<file path="src/rtl/acc_pkg.sv">
/*
  Constants for the converter control block: register offsets, field positions,
  reset values and conversion timing.
  Assumes a 100 MHz core clock and a 32-bit AXI4-Lite register bus.
*/
package acc_pkg;

  // ************************************************************
  // Register map (printed offsets are not word aligned: indexes)
  // ************************************************************
  localparam logic [7:0]  RESULT_IDX      = 8'h00_D0;
  localparam logic [7:0]  CONTROL_IDX     = 8'h00_D1;
  localparam logic [7:0]  MODE_IDX        = 8'h00_D2;
  localparam logic [11:0] RESULT_ADDR     = {2'b00, RESULT_IDX, 2'b00};
  localparam logic [11:0] CONTROL_ADDR    = {2'b00, CONTROL_IDX, 2'b00};
  localparam logic [11:0] MODE_ADDR       = {2'b00, MODE_IDX, 2'b00};

  // ************************************************************
  // Control register fields and reset values
  // ************************************************************
  localparam int          IRQ_EN_BIT      = 7;
  localparam int          DONE_BIT        = 6;
  localparam int          START_BIT       = 5;
  localparam int          POWER_BIT       = 4;
  localparam int          OSC_OFF_BIT     = 2;
  localparam int          WAIT_BIT        = 0;
  localparam int          STOP_BIT        = 1;
  localparam logic [7:0]  CONTROL_RESET   = 8'h00_40;
  localparam logic [7:0]  RESULT_RESET    = 8'h00_00;
  localparam logic [7:0]  FULL_SCALE      = 8'h00_FF;
  localparam logic [7:0]  ZERO_SCALE      = 8'h00_00;

  // ************************************************************
  // Timing: 70 us conversion, 8 successive-approximation steps
  // ************************************************************
  localparam int          CLK_MHZ         = 100;
  localparam int          CONV_TIME_US    = 70;
  localparam int          RESULT_BITS     = 8;
  localparam int          CONV_CYCLES     = CONV_TIME_US * CLK_MHZ;
  localparam int          STEP_CYCLES     = CONV_CYCLES / RESULT_BITS;

  // AXI response codes
  localparam logic [1:0]  RESP_OKAY       = 2'b00;
  localparam logic [1:0]  RESP_SLVERR     = 2'b10;

endpackage

</file>
<file path="src/rtl/acc_step_timer.sv">
/*
  Step pacing for the approximation sequencer: one enable pulse per bit trial.
  Assumes the caller restarts it on every fresh conversion.
*/
module acc_step_timer
  import acc_pkg::*;
#(
  parameter int STEP_LEN = STEP_CYCLES
)
(
  // Clock and reset
  input  wire logic aclk,
  input  wire logic aresetn,
  // Control
  input  wire logic run,
  input  wire logic restart,
  // Pacing
  output logic      step_en
);

  logic [15:0] cnt_reg;

  always_ff @(posedge aclk)
  begin
    if (!aresetn || restart || !run)
      cnt_reg <= 16'h0000;
    else if (cnt_reg == 16'(STEP_LEN - 1))
      cnt_reg <= 16'h0000;
    else
      cnt_reg <= cnt_reg + 16'h0001;
  end

  assign step_en = run && !restart && (cnt_reg == 16'(STEP_LEN - 1));

endmodule

</file>
<file path="src/rtl/acc_sar_core.sv">
/*
  Successive-approximation register: trials one bit per step from the top,
  keeping it when the comparator reports the input at or above the trial code.
  Assumes the comparator input is already synchronised to aclk.
*/
module acc_sar_core
  import acc_pkg::*;
(
  // Clock and reset
  input  wire logic       aclk,
  input  wire logic       aresetn,
  // Sequencing
  input  wire logic       load,
  input  wire logic       step_en,
  input  wire logic       comp_ge,
  // Trial and result
  output logic [7:0]      trial_code,
  output logic [2:0]      bit_idx,
  output logic            last_step
);

  logic [7:0] sar_reg;
  logic [2:0] idx_reg;

  assign trial_code = sar_reg;
  assign bit_idx    = idx_reg;
  assign last_step  = step_en && (idx_reg == 3'd0);

  always_ff @(posedge aclk)
  begin
    if (!aresetn)
    begin
      sar_reg <= 8'h00_80;
      idx_reg <= 3'd7;
    end
    else if (load)
    begin
      sar_reg <= 8'h00_80;
      idx_reg <= 3'd7;
    end
    else if (step_en)
    begin
      // Keep or drop the trial bit, then raise the next one down
      sar_reg[idx_reg] <= comp_ge;
      if (idx_reg != 3'd0)
      begin
        sar_reg[idx_reg - 3'd1] <= 1'b1;
        idx_reg                 <= idx_reg - 3'd1;
      end
    end
  end

endmodule

</file>
<file path="src/rtl/acc_adc_ctrl.sv">
/*
  Converter control block: AXI4-Lite register slave, start/done flag logic,
  power and low-power mode gating, and the completion interrupt.
  Assumes an analog comparator outside that compares the input with the
  trial code on dac_code and returns comp_ge_async on a pin; the core
  drives the wait and stop mode levels.
*/
// The address map and the AXI4-Lite register port were left to the implementer.
// Summary of operation
// - Eight-bit successive approximation result held in a software-readable register.
// - Input at or above high reference yields FFh, with no overflow flag.
// - Input at or below low reference yields 00h.
// - Conversion takes about 70 us, timing scaled to the core clock.
// - Writing one to start begins a conversion and clears done at once.
// - Done is set on completion and marks the result as valid.
// - Interrupt request is done AND interrupt enable.
// - One conversion per start write; no automatic restart.
// - Start during a running conversion abandons it and starts afresh.
// - Start bit is write-only and always reads zero.
// - Writing zero to done has no effect; only a start clears it.
// - Clearing the power bit switches the converter off.
// - Converter keeps running in wait mode; its interrupt wakes from wait.
// - Power bit zero means off, one means on.
// - Control register resets to done set, everything else clear.
module acc_adc_ctrl
  import acc_pkg::*;
(
  // Clock and reset
  input  wire logic        aclk,
  input  wire logic        aresetn,
  // AXI4-Lite write address
  input  wire logic [11:0] s_axi_awaddr,
  input  wire logic        s_axi_awvalid,
  output logic             s_axi_awready,
  // AXI4-Lite write data
  input  wire logic [31:0] s_axi_wdata,
  input  wire logic [3:0]  s_axi_wstrb,
  input  wire logic        s_axi_wvalid,
  output logic             s_axi_wready,
  // AXI4-Lite write response
  output logic [1:0]       s_axi_bresp,
  output logic             s_axi_bvalid,
  input  wire logic        s_axi_bready,
  // AXI4-Lite read address
  input  wire logic [11:0] s_axi_araddr,
  input  wire logic        s_axi_arvalid,
  output logic             s_axi_arready,
  // AXI4-Lite read data
  output logic [31:0]      s_axi_rdata,
  output logic [1:0]       s_axi_rresp,
  output logic             s_axi_rvalid,
  input  wire logic        s_axi_rready,
  // Analog front end
  input  wire logic        comp_ge_async,
  output logic [7:0]       dac_code,
  output logic             analog_power_on,
  // Core power modes and wake
  input  wire logic        core_wait_mode,
  input  wire logic        core_stop_mode,
  output logic             done_irq,
  output logic             wake_request,
  output logic             osc_off
);

  // ************************************************************
  // State
  // ************************************************************
  typedef enum logic [1:0]
  {
    ST_IDLE = 2'b00,
    ST_CONV = 2'b01
  } acc_state_t;

  acc_state_t  state_reg;
  acc_state_t  state_next;
  logic [7:0]  result_holding_reg;
  logic        done_reg;
  logic        done_irq_enable_reg;
  logic        converter_power_on_reg;
  logic        osc_off_reg;
  logic        comp_meta_reg;
  logic        comp_sync_reg;

  // Bus side
  logic [11:0] awaddr_reg;
  logic        aw_held_reg;
  logic [31:0] wdata_reg;
  logic [3:0]  wstrb_reg;
  logic        w_held_reg;
  logic        bvalid_reg;
  logic [1:0]  bresp_reg;
  logic        rvalid_reg;
  logic [31:0] rdata_reg;
  logic [1:0]  rresp_reg;

  logic        wr_fire;
  logic        ctrl_wr;
  logic        start_pulse;
  logic        active;
  logic        step_en;
  logic        last_step;
  logic [7:0]  trial_code;
  logic [2:0]  bit_idx;
  logic [7:0]  control_view;

  // ************************************************************
  // Comparator synchroniser
  // ************************************************************
  always_ff @(posedge aclk)
  begin
    if (!aresetn)
    begin
      comp_meta_reg <= 1'b0;
      comp_sync_reg <= 1'b0;
    end
    else
    begin
      comp_meta_reg <= comp_ge_async;
      comp_sync_reg <= comp_meta_reg;
    end
  end

  // ************************************************************
  // AXI4-Lite write channel
  // ************************************************************
  // Address and data are captured independently, in either order
  assign s_axi_awready = !aw_held_reg && !bvalid_reg;
  assign s_axi_wready  = !w_held_reg && !bvalid_reg;
  assign s_axi_bvalid  = bvalid_reg;
  assign s_axi_bresp   = bresp_reg;
  assign wr_fire       = aw_held_reg && w_held_reg && !bvalid_reg;
  assign ctrl_wr       = wr_fire && (awaddr_reg == CONTROL_ADDR) && wstrb_reg[0];

  always_ff @(posedge aclk)
  begin
    if (!aresetn)
    begin
      aw_held_reg <= 1'b0;
      w_held_reg  <= 1'b0;
      awaddr_reg  <= 12'h0_000;
      wdata_reg   <= 32'h0000_0000;
      wstrb_reg   <= 4'h0;
      bvalid_reg  <= 1'b0;
      bresp_reg   <= RESP_OKAY;
    end
    else
    begin
      if (s_axi_awvalid && s_axi_awready)
      begin
        aw_held_reg <= 1'b1;
        awaddr_reg  <= s_axi_awaddr;
      end
      if (s_axi_wvalid && s_axi_wready)
      begin
        w_held_reg <= 1'b1;
        wdata_reg  <= s_axi_wdata;
        wstrb_reg  <= s_axi_wstrb;
      end
      if (wr_fire)
      begin
        aw_held_reg <= 1'b0;
        w_held_reg  <= 1'b0;
        bvalid_reg  <= 1'b1;
        // Result is read-only; unmapped writes are refused
        bresp_reg   <= (awaddr_reg == CONTROL_ADDR) ? RESP_OKAY : RESP_SLVERR;
      end
      else if (bvalid_reg && s_axi_bready)
        bvalid_reg <= 1'b0;
    end
  end

  // ************************************************************
  // Control register
  // ************************************************************
  // Start only counts when powered and not in stop mode
  assign start_pulse = ctrl_wr && wdata_reg[START_BIT];

  always_ff @(posedge aclk)
  begin
    if (!aresetn)
    begin
      done_irq_enable_reg    <= CONTROL_RESET[IRQ_EN_BIT];
      converter_power_on_reg <= CONTROL_RESET[POWER_BIT];
      osc_off_reg            <= CONTROL_RESET[OSC_OFF_BIT];
    end
    else if (ctrl_wr)
    begin
      done_irq_enable_reg    <= wdata_reg[IRQ_EN_BIT];
      converter_power_on_reg <= wdata_reg[POWER_BIT];
      osc_off_reg            <= wdata_reg[OSC_OFF_BIT];
    end
  end

  // ************************************************************
  // Conversion sequencer
  // ************************************************************
  // Power off or stop mode freezes the converter and drops any conversion
  assign active = converter_power_on_reg && !core_stop_mode;

  always_comb
  begin
    state_next = state_reg;
    case (state_reg)
      ST_IDLE:
        if (start_pulse && active)
          state_next = ST_CONV;
      ST_CONV:
        if (!active)
          state_next = ST_IDLE;
        else if (start_pulse)
          state_next = ST_CONV;
        else if (last_step)
          state_next = ST_IDLE;
      default:
        state_next = ST_IDLE;
    endcase
  end

  always_ff @(posedge aclk)
  begin
    if (!aresetn)
      state_reg <= ST_IDLE;
    else
      state_reg <= state_next;
  end

  acc_step_timer u_step_timer
  (
    .aclk    (aclk),
    .aresetn (aresetn),
    .run     (state_reg == ST_CONV),
    .restart (start_pulse),
    .step_en (step_en)
  );

  acc_sar_core u_sar_core
  (
    .aclk       (aclk),
    .aresetn    (aresetn),
    .load       (start_pulse),
    .step_en    (step_en && active),
    .comp_ge    (comp_sync_reg),
    .trial_code (trial_code),
    .bit_idx    (bit_idx),
    .last_step  (last_step)
  );

  // ************************************************************
  // Result and done flag
  // ************************************************************
  // Final code is the trial with the last bit decided; saturates to FFh or 00h
  // naturally, so no overflow indication exists
  always_ff @(posedge aclk)
  begin
    if (!aresetn)
      result_holding_reg <= RESULT_RESET;
    else if (state_reg == ST_CONV && last_step && active && !start_pulse)
      result_holding_reg <= {trial_code[7:1], comp_sync_reg};
  end

  // A new start clears done; a write of zero to done is ignored
  always_ff @(posedge aclk)
  begin
    if (!aresetn)
      done_reg <= CONTROL_RESET[DONE_BIT];
    else if (start_pulse && active)
      done_reg <= 1'b0;
    else if (state_reg == ST_CONV && last_step && active)
      done_reg <= 1'b1;
  end

  assign done_irq        = done_reg && done_irq_enable_reg;
  assign wake_request    = done_irq && core_wait_mode && !core_stop_mode;
  assign dac_code        = trial_code;
  assign analog_power_on = converter_power_on_reg;
  assign osc_off         = osc_off_reg;

  // ************************************************************
  // AXI4-Lite read channel
  // ************************************************************
  // Start reads zero; reserved bits read zero
  assign control_view = {done_irq_enable_reg, done_reg, 1'b0, converter_power_on_reg,
                         1'b0, osc_off_reg, 2'b00};

  assign s_axi_arready = !rvalid_reg;
  assign s_axi_rvalid  = rvalid_reg;
  assign s_axi_rdata   = rdata_reg;
  assign s_axi_rresp   = rresp_reg;

  always_ff @(posedge aclk)
  begin
    if (!aresetn)
    begin
      rvalid_reg <= 1'b0;
      rdata_reg  <= 32'h0000_0000;
      rresp_reg  <= RESP_OKAY;
    end
    else if (s_axi_arvalid && !rvalid_reg)
    begin
      rvalid_reg <= 1'b1;
      rresp_reg  <= RESP_OKAY;
      case (s_axi_araddr)
        RESULT_ADDR:  rdata_reg <= {24'h00_0000, result_holding_reg};
        CONTROL_ADDR: rdata_reg <= {24'h00_0000, control_view};
        MODE_ADDR:    rdata_reg <= {30'h0000_0000, core_stop_mode, core_wait_mode};
        default:
        begin
          rdata_reg <= 32'h0000_0000;
          rresp_reg <= RESP_SLVERR;
        end
      endcase
    end
    else if (rvalid_reg && s_axi_rready)
      rvalid_reg <= 1'b0;
  end
endmodule

</file>
<file path="config.mk">
export PLATFORM = sky130hd
export DESIGN_NAME = acc_adc_ctrl
export DESIGN_NICKNAME = d
export VERILOG_FILES = /design/src/rtl/acc_pkg.sv /design/src/rtl/acc_step_timer.sv /design/src/rtl/acc_sar_core.sv /design/src/rtl/acc_adc_ctrl.sv
export SDC_FILE = /design/constraint.sdc
export NUM_CORES = 1
export LEC_CHECK = 0
export BUFFER_PORTS_ARGS = -buffer_cell sky130_fd_sc_hd__buf_2
export CORE_MARGIN = 4
export CORE_UTILIZATION = 50
export DETAILED_ROUTE_END_ITERATION = 8
export PLACE_DENSITY = 0.8
export SETUP_SLACK_MARGIN = 0.1
export SYNTH_ARGS = -nofsm -noshare
export SYNTH_HDL_FRONTEND = slang
export SYNTH_SLANG_ARGS = --single-unit
</file>
<file path="constraint.sdc">
create_clock -name aclk -period 2.7 [get_ports aclk]
set_input_delay 0.54 -clock aclk [delete_from_list [all_inputs] [get_ports aclk]]
set_output_delay 0.54 -clock aclk [all_outputs]
set_load 0.01 [all_outputs]
</file>
# Yosys cells after proc, flatten, opt, wreduce, memory -nomap -nowiden
# Index checks and enable logic that the tools add are counted.
# op_classes
n_addsub,2
order_cmp,4
n_eq_ne,8
n_mux,20
n_bitwise,2
reduce_logical,48
# op_table
operator,count
12-bit by 10-bit equality test with 1-bit output (second input constant),4
1-bit logical AND,26
8-bit case mux with 3 select lines,1
16-bit by 1-bit adder with 16-bit output (second input constant),1
16-bit by 10-bit equality test with 1-bit output (second input constant),1
2-bit two-way mux,6
8-bit bitwise mux,1
1-bit logical NOT,8
3-bit by 4-bit < comparator with 1-bit output (second input constant),2
1-bit two-way mux,8
8-bit two-way mux,1
8-bit OR,1
1-bit demux with 3-bit select,2
3-bit by 1-bit greater-or-equal comparator with 1-bit output (second input constant),2
2-bit nonzero test,3
2-bit OR reduction,3
4-bit inequality test (second input constant),1
2-bit case mux with 2 select lines,1
2-bit AND reduction,2
3-bit logical NOT,1
3-bit nonzero test,1
3-bit OR reduction,1
3-bit by 1-bit subtractor with 3-bit output (second input constant),1
2-bit by 1-bit equality test with 1-bit output (second input constant),1
other kinds (4),5
# word_totals
reg_bits,104
input_bits,70
output_inout_bits,53

# Longest topological paths before layout
# Gate-level depths: netlist of the first run.
# logic_depth
word_depth,14
ltp_mapped,8
ltp_nobuf,7

# Cells and area by module
# Synthesis of the first run repeated with hierarchy kept, for this count alone.
# hier_totals
cells_unflattened,425
area_unflattened_um2,3813.7
# modules_own_cells
module,instances,cells_per_inst,area_per_inst_um2
acc_adc_ctrl,1,250,2299.7
acc_step_timer,1,86,762.0
acc_sar_core,1,89,752.0

# Least setup slack after synthesis of the first run
# No wires, ideal clock.
# synth_timing
path_kind,reg-to-reg
startpoint,register u_sar_core.idx_reg[0] (netlist: u_sar_core.bit_idx[0])
endpoint,register u_sar_core.sar_reg[4] (netlist: u_sar_core.trial_code[4])
setup_ns,0.071
arrival_time_ns,1.935
t_required_ns,2.629
setup_slack_ns,0.694
stages_incl_launch_ff,9
path_cell_list,dfxtp_1 -> clkbuf_1 -> clkinv_1 -> ha_1 -> nor3b_1 -> o21ai_0 -> o21ai_0 -> nand3_1 -> a21oi_1
# synth_between
elab_chain_len,7
elab_cells_between_ends,15
classes_between,add/sub: 1; order compare: 4; mux: 6; bitwise: 1; reduce/logical: 3
# synth_lines
item,line_no,text
"start, declared",acc_sar_core.sv:23,logic [2:0] idx_reg;
"start signal, assigned",acc_sar_core.sv:48,idx_reg <= idx_reg - 3'd1;
3-bit by 1-bit subtractor with 3-bit output (tied with other cells),acc_sar_core.sv:47,sar_reg[idx_reg - 3'd1] <= 1'b1;
3-bit by 4-bit < comparator with 1-bit output (implied by the code) (tied with other cells),acc_sar_core.sv:47,
1-bit logical AND (implied by the code) or 1-bit two-way mux (tied branches),"acc_sar_core.sv:47, acc_sar_core.sv:44",
1-bit two-way mux (implied by the code) or 1-bit demux with 3-bit select (tied branches),-,
1-bit demux with 3-bit select or 8-bit bitwise mux (tied branches),-,
8-bit OR (no source line),-,
8-bit two-way mux *,acc_sar_core.sv:45,if (idx_reg != 3'd0)
"end signal, assigned by index",acc_sar_core.sv:44,sar_reg[idx_reg] <= comp_ge;
"end, declared",acc_sar_core.sv:22,logic [7:0] sar_reg;
# Every way passes the cells marked *; elsewhere a longest branch is shown, timed or not.
# A chain may end at the register's enable or synchronous reset.

# Final worst setup path of the first run
# layout_timing
startpoint,register u_step_timer.cnt_reg[2]
endpoint,register u_sar_core.sar_reg[0] (netlist: u_sar_core.trial_code[0])
# layout_between
elab_chain_len,3
# layout_lines
item,line_no,text
"start, declared",acc_step_timer.sv:21,logic [15:0] cnt_reg;
"start signal, assigned",acc_step_timer.sv:30,cnt_reg <= cnt_reg + 16'h0001;
16-bit by 10-bit equality test with 1-bit output,acc_step_timer.sv:33,assign step_en = run && !restart && (cnt_reg == 16'(STEP_LEN - 1));
1-bit logical AND,acc_step_timer.sv:33,
1-bit logical AND,acc_adc_ctrl.sv:241,".step_en (step_en && active),"
# No other way between the ends.

==> flow_summary.yaml, run 1 <==
placement:
  port_buffers: 65
  dp_hpwl_um: 5484
  gp_congestion: 0.9212
  place_area_sq_um: 3766
cells_and_area:
  layout.nets: 525
  fin_util_pct: 58.03
  largest_register_ffs: 16
  area_growth_syn_to_layout_pct: 12.70
  stdcell_area_sq_um: 3943
  drive_gt1_share_pct: 21.93
  final_cell_mix: "dfxtp_1 (73), buf_2 (65), nand2_1 (37)"
  antenna_cells: 0
  mostFrequentLayoutCell: "dfxtp_1"
global_route:
  antenna_found_initial: 0
  grt_first_pass_wirelength_um: 12460
  grt_max_degree: 47
  grtUsageTotal_pct: 18.30
  overflow: 0
  grt_pass1_vias: 2753
power_and_ir_drop:
  power.leakage_nw: 1.674
  power_density_nw_per_um2: 509.9
  total_power_w: 0.002010
  vdd.ir_drop.worst_uv: 264.2
die:
  start_util_pct: 51.49
  dieArea_sq_um: 8399
  top_level_ports: 123
  core_area_sq_um: 6794
  fp.dieH_um: 91.65
  num_rows: 30
  die_w_um: 91.65
worst_setup_path:
  critPathKind: "register to register"
  critPathRequiredTime_ps: 2930
  critPathLaunchType: "register"
  critPathMaxFanout: 10
  cp-end-kind: "register"
  arrival_ps: 2520
routing:
  wl_um: 7353
  dr.pass1.iters: 4
  drcViolationCount: 0
  drt.antenna.violating_nets: 0
  drt_iter0_markers: 81
  via_per_inst: 5.178
  wl_per_cell_um: 13.32
  vias: 2858
sta:
  finalCritPeriodShare_pct: 84.72
  hold_ws_ps: 418.2
  tns_ps: 0
  period_needed_ps: 2288
  final_hold_viol_count: 0
  timing.fmax_mhz: 437.2
  slew_headroom_pct: 58.18
  rsz0062_at_grt: "no"
  maxSlewViolCount: 0
  tightest_slew_ps: 621.5
  finalSetupViolations: 0
  clock_skew_ps: 9.883
run_status:
  status: "completed"
cts:
  cts-root-buf: "clkbuf_8"
  holdBufCountCts: 0
  cts_tree: "yes"
  path_clk_slew_ps: 80
  worstSkewPairLatency_ps: 350
  cts_buffers: 9
  h-tree-depth: 3
  cts_buffer_depth: 2
  cts_sinks: 73
synthesis:
  synth_edf_count: 0
  yosysTopAreaCell: "dfxtp_1"
  synth_ff_type: "dfxtp_1"
  syn_area_sq_um: 3498
  async_reset_ff_share_pct: 0
  synthCells: 393
  synth.top_cell.area_share_pct: 41.77
  synth.yosys.seq_area_share_pct: 41.77
  ys_warn_count: 0
  ys_ff_latch: 73
  syn_avg_cell_area_sq_um: 8.902
  ys_top_cells_by_area: "dfxtp_1 (42%), buf_4 (6.0%), nor2b_1 (5.4%)"
  ys_types: 53
flow_run:
  drv_cap: 0
worst_hold_path:
  holdCritPathClass: "input port to register"
## Yosys cell counts (all sizes together), types with 8 or more instances
| cell | count |
|---|---|
| a22oi | 8 |
| nor2b | 30 |
| mux2i | 16 |
| nand3 | 13 |
| clkbuf | 16 |
| nor2 | 33 |
| xnor2 | 8 |
| buf | 30 |
| a21boi | 12 |
| o21ai | 11 |
| nand2 | 37 |
| a21oi | 13 |
| dfxtp | 73 |
| nor3 | 8 |
## through the flow
step / cells / worst slack (ps)
6_report: 552 / 412.5
4_1_cts: 552 / 296.5
2_1_floorplan: 418 / 693.9
3_5_place_dp: 536 / 433.9
3_3_place_gp: 536 / 432.5
5_1_grt: 552 / 245.7
## what timing repair did
item	CTS	global route
gates resized for setup	0	1
setup endpoints to repair	0	1
buffers inserted	0	0
## cells by family (layout without fill, tap and decap cells)
kind of cell	Yosys count	count (layout)	share of synthesized area (%)
XOR/XNOR	15	15	3.755
AO/OA/AOI/OAI	64	64	12.59
multiplexers	22	22	6.509
adder cells (fa/ha/maj)	4	4	1.431
buffers and inverters	54	92	9.263
flip-flops	73	73	41.77
AND/OR/NAND/NOR	160	160	24.57
other	1	26	0.1072
## metal layers
metal / vias up / track usage (%) / part of all wire (%)
met1: 1323 / 22.70 / 43
met2: 101 / 29.70 / 47
met5: - / 0 / 0
li1: 1418 / - / -
met3: 16 / 5.332 / 7.8
met4: 0 / 7.412 / 2.0
## power breakdown
part           internal, W  total, W  switching (W)
Clock             0.000331  0.000742       0.000411
Sequential         0.00110   0.00112      0.0000154
Combinational    0.0000641  0.000150      0.0000862
Total              0.00150   0.00201       0.000513
## critical path, cell delays in order, from the launching register on
cell and delay (ps):
dfxtp_1 360, or4_4 540, nor4_4 520, o2111ai_1 360, o31ai_1 300, a21oi_1 90
## final cells by class
class	count	area (sq um)
clock inverter	7	47.55
tap	96	120.1
sequential	73	1461
clock buffer	9	123.9
inverter	8	30.03
timing repair buffer	68	347.8
multi-input combinational	291	1812
fill	603	2851
## final timing paths
kind                                      startpoint                                    end  slack (ps)  cells after the start
setup / recovery  u_step_timer.cnt_reg[2]$_SDFF_PP0_  u_sar_core.trial_code[0]$_SDFFE_PP0N_         410                      5
hold / removal                         comp_ge_async               comp_meta_reg$_SDFF_PN0_         420                      2
setup reg to reg  u_step_timer.cnt_reg[2]$_SDFF_PP0_  u_sar_core.trial_code[0]$_SDFFE_PP0N_         410                      5
hold reg to reg             comp_meta_reg$_SDFF_PN0_               comp_sync_reg$_SDFF_PN0_         450                      1
Note: power is estimated with default switching activity, not from simulation.
==> inputs of run 2 (changes only) <==
--- a/config.mk
+++ b/config.mk
@@ -7,9 +7,9 @@
 export LEC_CHECK = 0
 export BUFFER_PORTS_ARGS = -buffer_cell sky130_fd_sc_hd__buf_2
 export CORE_MARGIN = 4
-export CORE_UTILIZATION = 50
+export CORE_UTILIZATION = 45
 export DETAILED_ROUTE_END_ITERATION = 8
-export PLACE_DENSITY = 0.8
+export PLACE_DENSITY = 0.76
 export SETUP_SLACK_MARGIN = 0.1
 export SYNTH_ARGS = -nofsm -noshare
 export SYNTH_HDL_FRONTEND = slang
==> constraint.sdc (replaced) <==
create_clock -name aclk -period 1.96 [get_ports aclk]
set_input_delay 0.392 -clock aclk [delete_from_list [all_inputs] [get_ports aclk]]
set_output_delay 0.392 -clock aclk [all_outputs]
set_load 0.01 [all_outputs]
==> run 2 against run 1 <==
Against the previous run:
- the flow now finishes with violations (negative setup slack)
- clock power is 75% higher
- worst setup slack worse by 420 ps
- clock-buffer cell count is the same
- via count grew 2.7%
==> flow_summary.yaml, run 2 (same netlist as run 1, synthesis figures left out) <==
sta:
  timing.fmax_mhz: 507.0
  finalSetupViolations: 1
  maxSlewViolCount: 0
  final_hold_viol_count: 0
  tightest_slew_ps: 499.6
  timing.final.ws_setup_ps: -12.47
  slew_headroom_pct: 66.61
  clock_skew_ps: 18.06
  hold_ws_ps: 266.0
  rsz0062_at_grt: "yes"
  tns_ps: -12.47
  period_needed_ps: 1972
  finalCritPeriodShare_pct: 100.6
routing:
  met1_length_um: 3513
  wl_um: 7845
  wl_met2_um: 3698
  wl_met3_um: 496
  via_per_inst: 5.113
  wl_per_cell_um: 13.67
  dr.pass1.iters: 4
  drt_iter0_markers: 110
  top_layer_used: "met4"
  vias: 2935
  drcViolationCount: 0
  drt.antenna.violating_nets: 0
global_route:
  grtUsageTotal_pct: 17.61
  grt_first_pass_wirelength_um: 12760
  antenna_found_initial: 0
  grt_max_degree: 47
  grt_pass1_vias: 2852
  overflow: 0
cts:
  cts-root-buf: "clkbuf_8"
  cts_sinks: 73
  cts_buffer_depth: 2
  cts_tree: "yes"
  worstSkewPairLatency_ps: 350
  path_clk_slew_ps: 80
  holdBufCountCts: 0
  h-tree-depth: 3
  cts_buffers: 9
placement:
  gp_congestion: 0.9436
  dp_hpwl_um: 5590
  port_buffers: 65
die:
  dieArea_sq_um: 9249
  top_level_ports: 123
  start_util_pct: 47.22
  core_area_sq_um: 7408
  fp.dieH_um: 96.17
  die_w_um: 96.17
  num_rows: 31
power_and_ir_drop:
  p_clk_share_pct: 42.4
  p_comb_share_pct: 7.0
  p_seq_share_pct: 50.6
  power_density_nw_per_um2: 714.8
  switching_share_pct: 23.81
  p_sw_w: 0.0007276
  vdd.ir_drop.worst_uv: 388.5
  power.leakage_nw: 1.815
  p_int_w: 0.002328
worst_setup_path:
  reg2regPathDepth: 7
  critPathMaxFanout: 7
  r2r-end: "result_holding_reg[5]$_SDFFE_PN0P_"
  rrSetupSlack_ps: -10
  critPathRequiredTime_ps: 2200
  rr_startpoint: "u_step_timer.cnt_reg[10]$_SDFF_PP0_"
  cpMaxStageDelayCell: "or4_4"
  critPathLaunchType: "register"
  cp-end-kind: "register"
  critPathKind: "register to register"
  cpPeakStageDelay_ps: 540
  cpMostUsedCell: "buf_6"
  crit_chain: "or4_4 -> nor4_4 -> buf_6 -> o2111ai_4 -> buf_6 -> mux2i_2 -> nor2b_1"
  arrival_ps: 2210
worst_hold_path:
  holdPathEnd: "comp_meta_reg$_SDFF_PN0_"
  min-delay-start: "comp_ge_async"
  hold_depth: 2
  holdCritPathClass: "input port to register"
cells_and_area:
  drive_gt1_share_pct: 28.63
  mostFrequentLayoutCell: "dfxtp_1"
  layout.nets: 544
  area_growth_syn_to_layout_pct: 22.21
  largest_register_ffs: 16
  layout.filler_cells: 647
  final_cell_mix: "dfxtp_1 (71), buf_2 (65), nand2_1 (37)"
  antenna_cells: 0
run_status:
  violations: "negative setup slack"
  status: "finished, violations left"
flow_run:
  drv_cap: 0
## run 2: area by class of cell
| class | count | area [sq um] | area share (%) |
|---|---|---|---|
| Multi-Input combinational cell | 291 | 1936 | 45.27 |
| Clock inverter | 7 | 95.09 | 2.224 |
| Tap cell | 99 | 123.9 | 2.897 |
| Clock buffer | 9 | 123.9 | 2.897 |
| Timing Repair Buffer | 87 | 501.7 | 11.74 |
| Sequential cell | 73 | 1464 | 34.24 |
| Inverter | 8 | 31.28 | 0.7316 |
## run 2: timing repair
action | CTS | global route
gates resized for setup | 17 | 12
setup endpoints to repair | 22 | 40
pin swaps | 4 | 4
gates cloned | 1 | 0
setup buffers | 2 | 0
## run 2: worst max-delay path, delay by kind of cell, from the launching register on
kind	cells	cell delay, ps
AOI/OAI and AO/OA	1	130
buffers and inverters	2	360
DFF	1	320
muxes	1	180
and+or+nand+nor	3	880
## run 2: stage by stage
| step | util [%] | instances | power, W | cell area (sq um) | setup slack (ps) |
|---|---|---|---|---|---|
| floorplan | - | 418 | 0.001743 | 3608 | 23.83 |
| global placement | 52.73 | 555 | 0.001776 | 3906 | -32.00 |
| detailed placement | 52.73 | 555 | 0.001782 | 3906 | -49.63 |
| CTS | 56.95 | 574 | 0.003069 | 4219 | -11.16 |
| global route | 57.71 | 574 | 0.003182 | 4275 | -96.89 |
| finish | 57.71 | 574 | 0.003056 | 4275 | -12.47 |
## run 2: routing by layer
metal  global-route usage, %  vias to the layer above
li1                        -                     1461
met1                   22.06                     1363
met2                   28.58                      100
met3                   4.613                       11
met4                   7.227                        0
met5                       0                        -
## run 2: power by group through the flow
stage               clock, W  sequential, W  combinational, W
detailed placement         0        0.00157          0.000208
CTS                  0.00132        0.00154          0.000210
global route         0.00139        0.00155          0.000244
global placement           0        0.00157          0.000203
finish               0.00130        0.00155          0.000214
floorplan                  0        0.00157          0.000173
## run 2: how the worst max path moves through the flow
stage,startpoint,endpoint,slack [ps]
after floorplan,u_step_timer.cnt_reg[15]$_SDFF_PP0_,u_sar_core.trial_code[5]$_SDFFE_PP0N_,20
after global placement,u_step_timer.cnt_reg[15]$_SDFF_PP0_,u_sar_core.trial_code[5]$_SDFFE_PP0N_,-30
after detailed placement,u_step_timer.cnt_reg[15]$_SDFF_PP0_,u_sar_core.trial_code[5]$_SDFFE_PP0N_,-50
after CTS,u_step_timer.cnt_reg[10]$_SDFF_PP0_,u_sar_core.trial_code[2]$_SDFFE_PP0N_,-10
after global routing,u_step_timer.cnt_reg[10]$_SDFF_PP0_,result_holding_reg[5]$_SDFFE_PN0P_,-100
final,u_step_timer.cnt_reg[10]$_SDFF_PP0_,result_holding_reg[5]$_SDFFE_PN0P_,-10
